--- config.mk ---
export PLATFORM = sky130hd
export DESIGN_NAME = rtc_keyed_config_flat
export DESIGN_NICKNAME = d
export VERILOG_FILES = /design/src/hw/rtc_map_pkg.sv /design/src/hw/rtc_reg_if.sv /design/src/hw/rtc_keyed_config.sv /design/src/hw/rtc_user_ram.sv /design/src/flat_wrapper.sv
export SDC_FILE = /design/constraint.sdc
export NUM_CORES = 2
export LEC_CHECK = 0
export BUFFER_PORTS_ARGS = -buffer_cell sky130_fd_sc_hd__buf_4
export CORE_MARGIN = 2
export CORE_UTILIZATION = 49
export DETAILED_ROUTE_END_ITERATION = 16
export SLEW_MARGIN = 10
export SYNTH_ARGS = -nofsm -noshare
export SYNTH_HDL_FRONTEND = slang
export SYNTH_SLANG_ARGS = --single-unit
--- constraint.sdc ---
create_clock -name CLOCK -period 6.12 [get_ports CLOCK]
set_input_delay 1.224 -clock CLOCK [delete_from_list [all_inputs] [get_ports CLOCK]]
set_output_delay 1.224 -clock CLOCK [all_outputs]
set_load 0.01 [all_outputs]
--- src/hw/rtc_map_pkg.sv ---
package rtc_map_pkg;
  // ************************************************************
  // Register offsets
  // ************************************************************
  localparam logic [7:0] OFF_OSC_CONTROL = 8'h1c;
  localparam logic [7:0] OFF_OSC_STATUS = 8'h1d;
  localparam logic [7:0] OFF_CONFIG_KEY = 8'h1f;
  localparam logic [7:0] OFF_CHARGER = 8'h20;
  localparam logic [7:0] OFF_BACKUP_REF = 8'h21;
  localparam logic [7:0] OFF_FILTER_EN = 8'h26;
  localparam logic [7:0] OFF_BATMODE_IO = 8'h27;
  localparam logic [7:0] OFF_PART_UPPER = 8'h28;
  localparam logic [7:0] OFF_PART_LOWER = 8'h29;
  localparam logic [7:0] OFF_PART_REV = 8'h2a;
  localparam logic [7:0] OFF_LOT_LOWER = 8'h2b;
  localparam logic [7:0] OFF_UID_UPPER = 8'h2c;
  localparam logic [7:0] OFF_UID_LOWER = 8'h2d;
  localparam logic [7:0] OFF_WAFER = 8'h2e;
  localparam logic [7:0] OFF_SUPPLY_STATUS = 8'h2f;
  localparam logic [7:0] OFF_PIN_PD_CTRL = 8'h30;
  localparam logic [7:0] OFF_RAM_PAGE = 8'h3f;
  localparam logic [7:0] OFF_STD_RAM_LO = 8'h40;
  localparam logic [7:0] OFF_STD_RAM_HI = 8'h7f;
  localparam logic [7:0] OFF_ALT_RAM_LO = 8'h80;
  // ************************************************************
  // Key codes and field layout
  // ************************************************************
  localparam logic [7:0] KEY_OSC = 8'ha1;
  localparam logic [7:0] KEY_SOFT_RESET = 8'h3c;
  localparam logic [7:0] KEY_ANALOG = 8'h9d;
  localparam logic [7:0] KEY_CLEAR = 8'h00;
  localparam logic [7:0] FILTER_ON = 8'ha0;
  localparam logic [7:0] FILTER_OFF = 8'h00;
  localparam logic [7:0] REG_RESET = 8'h00;
  localparam int AUTOCAL_LSB = 5;
  localparam int AUTOCAL_MSB = 6;
  localparam int IO_BATTERY_MODE_ENABLE_BIT = 7;
  localparam logic [7:0] BATMODE_DEFINED = 8'h80;
  localparam int STD_PAGE_LSB = 0;
  localparam int ALT_PAGE_BIT = 2;
  localparam logic [7:0] RAM_PAGE_WMASK = 8'hc7;
  localparam int STD_OFFSET_BITS = 6;
  localparam int ALT_OFFSET_BITS = 7;
  localparam int RAM_DEPTH = 256;
endpackage : rtc_map_pkg

--- src/hw/rtc_reg_if.sv ---
`timescale 1ns/10ps
`default_nettype none
interface rtc_reg_if;
  logic wr;
  logic rd;
  logic [7:0] addr;
  logic [7:0] wdata;
  logic [7:0] rdata;
  logic rvalid;
  logic i2c_mode;
  modport device (input wr, rd, addr, wdata, i2c_mode, output rdata, rvalid);
  modport host (output wr, rd, addr, wdata, i2c_mode, input rdata, rvalid);
endinterface : rtc_reg_if
`default_nettype wire

--- src/hw/rtc_keyed_config.sv ---
`timescale 1ns/10ps
`default_nettype none
// What this block does
// - Oscillator control writable only under key A1
// - Nonzero autocal field write starts autocalibration
// - Any write to another register clears the key
// - Key write 3C keeps key, soft resets
// - Analog registers writable only under key 9D
// - Filter code A0 enables, 00 disables pin
// - Host writes only A0 or 00 there
// - Host writes undefined battery-mode bits as zero
// - Battery-mode bit keeps I/O alive on brownout
// - Read-only supply status shows eight-bit level
// - Part number bytes and revision read-only
// - Lot number low byte read-only
// - Lot bit nine with unique identifier bytes
// - Standard window maps onto the RAM
// - Standard address is page bits plus offset
// - Alternate window only over I2C
// - Alternate address is page bit plus offset
// - RAM keeps data, no reset value
module rtc_keyed_config #(
  parameter logic [7:0] PART_UPPER = 8'h01, // Arbitrary value.
  parameter logic [7:0] PART_LOWER = 8'h05, // Arbitrary value.
  parameter logic [7:0] PART_REV = 8'h02, // Arbitrary value.
  parameter logic [9:0] LOT_NUMBER = 10'h2a5, // Arbitrary value.
  parameter logic [14:0] UNIQUE_ID = 15'h1234, // Arbitrary value.
  parameter logic [7:0] WAFER = 8'h07 // Arbitrary value.
) (
  input wire logic CLOCK,
  input wire logic RSTN,
  rtc_reg_if.device BUS,
  input wire logic [7:0] SUPPLY_LEVEL,
  input wire logic [3:0] PIN_STATE,
  input wire logic BROWNOUT,
  output logic AUTOCAL_START,
  output logic SOFT_RESET,
  output logic AUTOCAL_FILTER_PIN,
  output logic IO_ENABLE,
  output logic [7:0] OSC_CONTROL,
  output logic [7:0] CHARGER_CONTROL,
  output logic [7:0] BACKUP_REF_CONTROL,
  output logic [7:0] PIN_POWER_DOWN
);
  // ************************************************************
  // Synchronisers for outside levels
  // ************************************************************
  logic [12:0] sync_a;
  logic [12:0] sync_b;

  always_ff @(posedge CLOCK or negedge RSTN) begin
    if (!RSTN) begin
      sync_a <= '0;
      sync_b <= '0;
    end else begin
      sync_a <= {BROWNOUT, PIN_STATE, SUPPLY_LEVEL};
      sync_b <= sync_a;
    end
  end

  logic brownout;
  logic [3:0] pin_state;
  logic [7:0] supply_level;
  assign brownout = sync_b[12];
  assign pin_state = sync_b[11:8];
  assign supply_level = sync_b[7:0];

  // ************************************************************
  // Write decode
  // ************************************************************
  logic [7:0] key;
  logic [7:0] osc_status;
  logic [7:0] filter_enable;
  logic [7:0] batmode_io;
  logic [7:0] ram_page;
  logic osc_ok;
  logic analog_ok;
  logic std_hit;
  logic alt_hit;
  logic soft_now;

  assign osc_ok = BUS.wr && BUS.addr == rtc_map_pkg::OFF_OSC_CONTROL
    && key == rtc_map_pkg::KEY_OSC;
  assign analog_ok = BUS.wr && key == rtc_map_pkg::KEY_ANALOG;
  assign std_hit = BUS.addr >= rtc_map_pkg::OFF_STD_RAM_LO
    && BUS.addr <= rtc_map_pkg::OFF_STD_RAM_HI;
  assign alt_hit = BUS.addr >= rtc_map_pkg::OFF_ALT_RAM_LO && BUS.i2c_mode;
  assign soft_now = BUS.wr && BUS.addr == rtc_map_pkg::OFF_CONFIG_KEY
    && BUS.wdata == rtc_map_pkg::KEY_SOFT_RESET;

  always_ff @(posedge CLOCK or negedge RSTN) begin
    if (!RSTN) begin
      key <= rtc_map_pkg::KEY_CLEAR;
    end else if (BUS.wr) begin
      if (BUS.addr == rtc_map_pkg::OFF_CONFIG_KEY) begin
        if (!soft_now) begin
          key <= BUS.wdata;
        end
      end else begin
        key <= rtc_map_pkg::KEY_CLEAR;
      end
    end
  end

  // Soft reset returns control registers to defaults; the key is left as it was.
  always_ff @(posedge CLOCK or negedge RSTN) begin
    if (!RSTN) begin
      OSC_CONTROL <= rtc_map_pkg::REG_RESET;
      osc_status <= rtc_map_pkg::REG_RESET;
      CHARGER_CONTROL <= rtc_map_pkg::REG_RESET;
      BACKUP_REF_CONTROL <= rtc_map_pkg::REG_RESET;
      filter_enable <= rtc_map_pkg::FILTER_OFF;
      batmode_io <= rtc_map_pkg::BATMODE_DEFINED;
      PIN_POWER_DOWN <= rtc_map_pkg::REG_RESET;
      ram_page <= rtc_map_pkg::REG_RESET;
    end else if (soft_now) begin
      OSC_CONTROL <= rtc_map_pkg::REG_RESET;
      osc_status <= rtc_map_pkg::REG_RESET;
      CHARGER_CONTROL <= rtc_map_pkg::REG_RESET;
      BACKUP_REF_CONTROL <= rtc_map_pkg::REG_RESET;
      filter_enable <= rtc_map_pkg::FILTER_OFF;
      batmode_io <= rtc_map_pkg::BATMODE_DEFINED;
      PIN_POWER_DOWN <= rtc_map_pkg::REG_RESET;
      ram_page <= rtc_map_pkg::REG_RESET;
    end else begin
      if (osc_ok) begin
        OSC_CONTROL <= BUS.wdata;
      end
      if (BUS.wr && BUS.addr == rtc_map_pkg::OFF_OSC_STATUS) begin
        osc_status <= BUS.wdata;
      end
      if (analog_ok) begin
        unique case (BUS.addr)
          rtc_map_pkg::OFF_CHARGER: CHARGER_CONTROL <= BUS.wdata;
          rtc_map_pkg::OFF_BACKUP_REF: BACKUP_REF_CONTROL <= BUS.wdata;
          rtc_map_pkg::OFF_FILTER_EN: filter_enable <= BUS.wdata;
          rtc_map_pkg::OFF_BATMODE_IO: batmode_io <= BUS.wdata;
          rtc_map_pkg::OFF_PIN_PD_CTRL: PIN_POWER_DOWN <= BUS.wdata;
          default: begin
          end
        endcase
      end
      if (BUS.wr && BUS.addr == rtc_map_pkg::OFF_RAM_PAGE) begin
        ram_page <= BUS.wdata & rtc_map_pkg::RAM_PAGE_WMASK;
      end
    end
  end

  // ************************************************************
  // Pulses and control levels
  // ************************************************************
  always_ff @(posedge CLOCK or negedge RSTN) begin
    if (!RSTN) begin
      AUTOCAL_START <= 1'b0;
      SOFT_RESET <= 1'b0;
    end else begin
      AUTOCAL_START <= osc_ok
        && BUS.wdata[rtc_map_pkg::AUTOCAL_MSB:rtc_map_pkg::AUTOCAL_LSB] != 2'b00;
      SOFT_RESET <= soft_now;
    end
  end

  // Codes other than the two legal ones leave the pin off.
  assign AUTOCAL_FILTER_PIN = filter_enable == rtc_map_pkg::FILTER_ON;
  assign IO_ENABLE = !brownout || batmode_io[rtc_map_pkg::IO_BATTERY_MODE_ENABLE_BIT];

  // ************************************************************
  // RAM and read path
  // ************************************************************
  logic [7:0] ram_addr;
  logic [7:0] ram_rdata;
  logic [7:0] next_rdata;

  always_comb begin
    if (alt_hit) begin
      ram_addr = {ram_page[rtc_map_pkg::ALT_PAGE_BIT],
        BUS.addr[rtc_map_pkg::ALT_OFFSET_BITS-1:0]};
    end else begin
      ram_addr = {ram_page[rtc_map_pkg::STD_PAGE_LSB+1:rtc_map_pkg::STD_PAGE_LSB],
        BUS.addr[rtc_map_pkg::STD_OFFSET_BITS-1:0]};
    end
  end

  rtc_user_ram rtc_user_ram_inst (
    .clock(CLOCK),
    .we(BUS.wr && (std_hit || alt_hit)),
    .addr(ram_addr),
    .wdata(BUS.wdata),
    .rdata(ram_rdata)
  );

  always_comb begin
    next_rdata = 8'h00;
    if (std_hit || alt_hit) begin
      next_rdata = ram_rdata;
    end else begin
      unique case (BUS.addr)
        rtc_map_pkg::OFF_OSC_CONTROL: next_rdata = OSC_CONTROL;
        rtc_map_pkg::OFF_OSC_STATUS: next_rdata = osc_status;
        rtc_map_pkg::OFF_CONFIG_KEY: next_rdata = key;
        rtc_map_pkg::OFF_CHARGER: next_rdata = CHARGER_CONTROL;
        rtc_map_pkg::OFF_BACKUP_REF: next_rdata = BACKUP_REF_CONTROL;
        rtc_map_pkg::OFF_FILTER_EN: next_rdata = filter_enable;
        rtc_map_pkg::OFF_BATMODE_IO: next_rdata = batmode_io;
        rtc_map_pkg::OFF_PART_UPPER: next_rdata = PART_UPPER;
        rtc_map_pkg::OFF_PART_LOWER: next_rdata = PART_LOWER;
        rtc_map_pkg::OFF_PART_REV: next_rdata = PART_REV;
        rtc_map_pkg::OFF_LOT_LOWER: next_rdata = LOT_NUMBER[7:0];
        rtc_map_pkg::OFF_UID_UPPER: next_rdata = {LOT_NUMBER[9], UNIQUE_ID[14:8]};
        rtc_map_pkg::OFF_UID_LOWER: next_rdata = UNIQUE_ID[7:0];
        rtc_map_pkg::OFF_WAFER: next_rdata = WAFER;
        rtc_map_pkg::OFF_SUPPLY_STATUS: next_rdata = supply_level;
        rtc_map_pkg::OFF_PIN_PD_CTRL: next_rdata = PIN_POWER_DOWN;
        rtc_map_pkg::OFF_RAM_PAGE: next_rdata = {ram_page[7:6], pin_state[1:0], 1'b0,
          ram_page[2:0]};
        default: next_rdata = 8'h00;
      endcase
    end
  end

  always_ff @(posedge CLOCK or negedge RSTN) begin
    if (!RSTN) begin
      BUS.rdata <= 8'h00;
      BUS.rvalid <= 1'b0;
    end else begin
      BUS.rvalid <= BUS.rd;
      if (BUS.rd) begin
        BUS.rdata <= next_rdata;
      end
    end
  end
endmodule : rtc_keyed_config
`default_nettype wire

--- src/hw/rtc_user_ram.sv ---
`timescale 1ns/10ps
`default_nettype none
module rtc_user_ram #(
  parameter int DEPTH = rtc_map_pkg::RAM_DEPTH
) (
  input wire logic clock,
  input wire logic we,
  input wire logic [7:0] addr,
  input wire logic [7:0] wdata,
  output logic [7:0] rdata
);
  // No reset: contents are undefined at power-up and survive soft reset.
  logic [7:0] mem [DEPTH];

  always_ff @(posedge clock) begin
    if (we) begin
      mem[addr] <= wdata;
    end
  end

  assign rdata = mem[addr];
endmodule : rtc_user_ram
`default_nettype wire

--- src/flat_wrapper.sv ---
// flat-port wrapper written by rule: the top's interface ports become plain ports
module rtc_keyed_config_flat 
#(
  parameter logic [7:0] PART_UPPER = 8'h01,                    
  parameter logic [7:0] PART_LOWER = 8'h05,                    
  parameter logic [7:0] PART_REV = 8'h02,                    
  parameter logic [9:0] LOT_NUMBER = 10'h2a5,                    
  parameter logic [14:0] UNIQUE_ID = 15'h1234,                    
  parameter logic [7:0] WAFER = 8'h07                    
)
  (CLOCK, RSTN, SUPPLY_LEVEL, PIN_STATE, BROWNOUT, AUTOCAL_START, SOFT_RESET, AUTOCAL_FILTER_PIN, IO_ENABLE, OSC_CONTROL, CHARGER_CONTROL, BACKUP_REF_CONTROL, PIN_POWER_DOWN, BUS_wr, BUS_rd, BUS_addr, BUS_wdata, BUS_i2c_mode, BUS_rdata, BUS_rvalid);
  rtc_reg_if BUS_i ();
  input wire logic CLOCK;
  input wire logic RSTN;
  input wire logic [7:0] SUPPLY_LEVEL;
  input wire logic [3:0] PIN_STATE;
  input wire logic BROWNOUT;
  output logic AUTOCAL_START;
  output logic SOFT_RESET;
  output logic AUTOCAL_FILTER_PIN;
  output logic IO_ENABLE;
  output logic [7:0] OSC_CONTROL;
  output logic [7:0] CHARGER_CONTROL;
  output logic [7:0] BACKUP_REF_CONTROL;
  output logic [7:0] PIN_POWER_DOWN;
  input wire logic [$bits(BUS_i.wr)-1:0] BUS_wr;
  input wire logic [$bits(BUS_i.rd)-1:0] BUS_rd;
  input wire logic [$bits(BUS_i.addr)-1:0] BUS_addr;
  input wire logic [$bits(BUS_i.wdata)-1:0] BUS_wdata;
  input wire logic [$bits(BUS_i.i2c_mode)-1:0] BUS_i2c_mode;
  output wire logic [$bits(BUS_i.rdata)-1:0] BUS_rdata;
  output wire logic [$bits(BUS_i.rvalid)-1:0] BUS_rvalid;
  assign BUS_i.wr = BUS_wr;
  assign BUS_i.rd = BUS_rd;
  assign BUS_i.addr = BUS_addr;
  assign BUS_i.wdata = BUS_wdata;
  assign BUS_i.i2c_mode = BUS_i2c_mode;
  assign BUS_rdata = BUS_i.rdata;
  assign BUS_rvalid = BUS_i.rvalid;
  rtc_keyed_config #(.PART_UPPER(PART_UPPER), .PART_LOWER(PART_LOWER), .PART_REV(PART_REV), .LOT_NUMBER(LOT_NUMBER), .UNIQUE_ID(UNIQUE_ID), .WAFER(WAFER)) u_core (.CLOCK(CLOCK), .RSTN(RSTN), .BUS(BUS_i), .SUPPLY_LEVEL(SUPPLY_LEVEL), .PIN_STATE(PIN_STATE), .BROWNOUT(BROWNOUT), .AUTOCAL_START(AUTOCAL_START), .SOFT_RESET(SOFT_RESET), .AUTOCAL_FILTER_PIN(AUTOCAL_FILTER_PIN), .IO_ENABLE(IO_ENABLE), .OSC_CONTROL(OSC_CONTROL), .CHARGER_CONTROL(CHARGER_CONTROL), .BACKUP_REF_CONTROL(BACKUP_REF_CONTROL), .PIN_POWER_DOWN(PIN_POWER_DOWN));
endmodule
# Word level (Yosys, flattened, before mapping)
# Memories as Yosys holds them, arrays and structs flattened.
# Index checks and enable logic that the tools add are counted.
# totals
reg_bits	109
out_inout_bits	45
mem_count	1
ramBits	2048
romBits	0
latch_bits	0
# memory_table
memory	depth	width	read_ports	rd_clocked_by_memory_dff	wr	line_no	text
u_core.rtc_user_ram_inst.mem	256	8	1	0	1	rtc_user_ram.sv:13	logic [7:0] mem [DEPTH];
# classes
bitwise_logic	0
n_div	0
n_addsub	0
magnitude_cmp	3
shifts	0
reduce_logical	30
n_eq_ne	22
muxes	28
multipliers	0
# ops
operator	count
8-bit two-way mux	25
8-bit one-hot mux with 17 select lines	1
8-bit by 6-bit == test with 1-bit output (second input constant)	15
8-bit by 5-bit == test with 1-bit output (second input constant)	3
8-bit == test (second input constant)	3
2-bit nonzero test	10
2-bit AND reduction	6
1-bit logical AND	11
8-bit by 7-bit >= comparator with 1-bit output (second input constant)	1
8-bit >= comparator (second input constant)	1
8-bit by 7-bit <= comparator with 1-bit output (second input constant)	1
1-bit logical OR	2
1-bit two-way mux	2
2-bit != test (second input constant)	1
1-bit zero test	1

# Logic depth before layout (Yosys ltp)
# depth
depth_word	6
depth_mapped	13
depth_no_buf	7

# By module
# A second synthesis with hierarchy kept.
# hier_totals
cells_unflattened	3985
area_unflattened_um2	83102.2
# by_module_without_submodules
module	cells_per_inst	area_per_inst_um2	seq_area_each_um2	instances
rtc_user_ram	3539	78332.6	61499.0	1
rtc_keyed_config	446	4769.6	2553.7	1

# Worst setup path after synthesis
# No wires, ideal clock.
# synth_path
path_kind	input port to flip-flop
start	input BUS_addr[0]
end	memory u_core.rtc_user_ram_inst.mem[96][0], enable pin
arrival_ns	3.296
n_path_buf	7
setup_slack_ns	2.454
setup_time_ns	0.370
path_stages	10
path_cell_list	buf_6 > buf_6 > buf_8 > buf_6 > buf_2 > clkbuf_1 > nor3_1 > nand2_1 > clkbuf_1 > nor2_1
# synth_via
elab_chain_len	6
elab_cells_between_ends	10
# synth_rtl
item	line_no	text
from (decl)	flat_wrapper.sv:28	input wire logic [$bits(BUS_i.addr)-1:0] BUS_addr;
8-bit by 7-bit >= comparator with 1-bit output, or another cell as far along	rtc_keyed_config.sv:85	assign std_hit = BUS.addr >= rtc_map_pkg::OFF_STD_RAM_LO
1-bit logical AND (on tied branches)	rtc_keyed_config.sv:86, rtc_keyed_config.sv:87	
1-bit logical OR	rtc_keyed_config.sv:186	.we(BUS.wr && (std_hit || alt_hit)),
1-bit logical AND	rtc_keyed_config.sv:186	
1-bit two-way mux	rtc_user_ram.sv:16	if (we) begin
1-bit two-way mux (implied by the code)	rtc_user_ram.sv:17	mem[addr] <= wdata;
to (decl)	rtc_user_ram.sv:13	
# Several ways; a longest one is shown, not always the timed one.

# Worst setup path in the final report
# layout_path
start	input BUS_wdata[7]
end	register u_core.osc_status[7]
# layout_via
elab_chain_len	3
elab_cells_between_ends	5
# layout_rtl
item	line_no	text
from (decl)	flat_wrapper.sv:29	input wire logic [$bits(BUS_i.wdata)-1:0] BUS_wdata;
8-bit by 6-bit == test with 1-bit output	rtc_keyed_config.sv:89	&& BUS.wdata == rtc_map_pkg::KEY_SOFT_RESET;
1-bit logical AND	rtc_keyed_config.sv:89	
8-bit two-way mux / 2-bit nonzero test (equally long branches)	-	
to (signal assigned)	rtc_keyed_config.sv:109	osc_status <= rtc_map_pkg::REG_RESET;
to (signal assigned)	rtc_keyed_config.sv:118	osc_status <= rtc_map_pkg::REG_RESET;
to (signal assigned)	rtc_keyed_config.sv:130	osc_status <= BUS.wdata;
to (decl)	rtc_keyed_config.sv:72	logic [7:0] osc_status;
# Several ways; a longest one is shown, not always the timed one. The select of a mux whose other input is x is not followed.
# A chain may end at the register's enable or synchronous reset.

==> metrics.txt <==
Setup crit end kind=flip-flop; routed len/inst=33.5 um; initial antenna violation count=5; final hold slack=0.347 ns; post-CTS resize count=0; P&R area growth vs syn=12.4%; total power draw=0.0307 W; Synth async-reset ratio=4.74%; status=complete, no violations; die width=418 um; vias per inst=6.32; # H-tree levels=4; Tmin final=4.41 ns; maxcap violations=0; I/O pin cnt=79; WS Path Type=primary input to flip-flop; final setup fails=0; FP Rows=152; clock skew=0.0330 ns; fin worst setup slack=1.71 ns; commonest non-fill, non-tap cell in the layout=edfxtp_1; Clock transition at path regs=0.06 ns; dpl hpwl=141000 um; CP Cell Sequence=clkbuf_8 -> inv_1 -> nand4_1 -> nor4_1 -> nand2_1 -> inv_2 -> nor2_1 -> a22o_1; max incr delay on CP=1.02 ns; die footprint=175000 um2; delay-heaviest family, CP=simple AND/OR/NAND/NOR gates; Total Routing Usage GR=26.3%; startpoint types=primary input; Synth Flop Type=edfxtp_1; Skew-Pair Late Insertion Delay=0.85 ns; Distinct cells, synth=82; Setup Buffers After CTS=0; commonest cells after routing, fill and taps aside=2048 x edfxtp_1, 420 x mux4_2, 330 x nor2_1; worst-margin pin slew=1.31 ns; yosys synthesis warning count=0; CTS Buf Count=212; Synth top area share=73.1%; vias in the first global route=43300; worst relative slew slack=12.4%; Final TNS setup=0 ns; RSZ-0062 raised after global routing=false; Sink Count=2150; Critical Path AT=5.14 ns; f_max=227 MHz; worst-path fanout max=67; Mapped Area=84200 um2; Worst path slowest cell=nor4_1; post-route ant nets=0; final worst-path cycle share=72.1%; WP buf/inv=3; FF+latch count, synth=2150; final hold vios=0; CTS Buffer Depth=3; Starting Density=49.2%; Worst Path Required=6.85 ns; Hold Buf Count CTS=0; CTS tree=yes; Pre-Repair DR Iteration Count=8; WL final=229000 um; finished layout cell area=94600 um2; nets=4433; Die Y-Extent=418 um; fill count=13000; Leakage=30.4 nW; multi-input logic area=18800 um2; total core area=171000 um2; via count=43100; IO buf count=76; first-pass GRT wire length=324000 um; Register Area=64100 um2; sequential share of the synthesized area=76.1%; largest cells by area after synthesis=edfxtp_1 73%, mux4_2 11%, mux2i_1 3.3%; post-synth top area cell=edfxtp_1; Slew Limit Fails=0; Setup WS pre-CTS=0.915 ns; largest net degree at the start of global routing=134; Max VDD drop=0.265 mV; post-synthesis net count=4254; PwrDens=324 nW/um2; Hold Path Class=flip-flop to flip-flop; placed cell area=87700 um2; Post-route DRC=0; Mean Syn Cell Area=19.9 um2; placer's final routability congestion estimate=0.887; Initial DRC Count=5688; global route overflow=0; Post-synth EDFFs=2048; cells after synthesis=4220; Root Buffer=clkbuf_16; share of cells above drive strength 1=22.0%
[logic make-up (layout without fill, tap and decap cells)]
group	count (synthesis)	after routing	synth area share, %
AO/OA/AOI/OAI	487	487	4.16
XOR/XNOR	1	1	0.0104
buffers and inverters	276	638	1.76
flip-flops	2150	2150	76.1
multiplexers	716	716	14.8
other	0	12	0
AND/OR/NAND/NOR	590	590	3.20
[layer usage]
metal	vias to the layer above	share of wire (%)	GRT usage (%)
li1	17900	-	-
met1	23000	41	36.6
met2	1896	48	41.9
met3	363	7.6	5.02
met4	4	3.5	8.92
met5	-	0.010	0
[final timing paths]
path                                          from                    to  cells past startpoint  slack, ns
worst max register to register  u_core.ram_page[2]   u_core.BUS.rdata[3]                      5       2.52
worst min register to register    u_core.sync_a[8]      u_core.sync_b[8]                      0       0.35
max in group asynchronous                     RSTN   u_core.BUS.rdata[6]                      2       4.59
worst max-delay path                  BUS_wdata[7]  u_core.osc_status[7]                      8       1.71
min in group asynchronous                     RSTN     u_core.sync_a[12]                      1       0.46
worst min-delay path              u_core.sync_a[8]      u_core.sync_b[8]                      0       0.35
[registers in the layout, summed over array words and instances, names as in the netlist, 5 cells and up]
signal	cells
u_core.BUS.rdata	8
u_core.sync_a	11
u_core.ram_page	5
u_core.rtc_user_ram_inst.mem	2048
u_core.CHARGER_CONTROL	8
u_core.batmode_io	8
u_core.osc_status	8
u_core.PIN_POWER_DOWN	8
u_core.key	8
u_core.BACKUP_REF_CONTROL	8
u_core.filter_enable	8
u_core.sync_b	11
u_core.OSC_CONTROL	8
[synthesized netlist by cell type, drive strengths merged (6+ instances only)]
cell type and number:
nor2 333, nand4 13, mux4 420, o211ai 8
nand3 55, and2 8, a22oi 158, nand2b 13
o21a 7, o22ai 32, o41ai 10, a31oi 14
clkbuf 106, nor4 10, nand2 88, edfxtp 2048
inv 12, a22o 34, buf 158, mux2 16
a21oi 68, and3 11, a211oi 10, dfrtp 101
a221oi 24, nor3 16, o21ai 55, mux2i 280
o32ai 7, nor2b 14, a32oi 6
[final cells by class]
class | count | share of cell area (%)
Clock buffer | 265 | 5.88
Clock inverter | 132 | 1.40
Tap cell | 2233 | 2.95
Sequential cell | 2150 | 67.7
Multi-Input combinational cell | 1794 | 19.9
Inverter | 12 | 0.0489
Antenna cell | 12 | 0.0317
Timing Repair Buffer | 229 | 2.12
[power breakdown]
part           switching [W]  total (W)  internal, W
logic                0.00104    0.00154     0.000501
clock network        0.00556     0.0129      0.00738
registers          0.0000372     0.0162       0.0161
[metrics by stage]
step	std cells	utilization (%)
3_3_place_gp	6418	51.2
5_1_grt	6826	55.3
6_report	6827	55.3
3_5_place_dp	6418	51.2
4_1_cts	6815	55.3
2_1_floorplan	4220	-
Power figures use the tool's default switching activity.
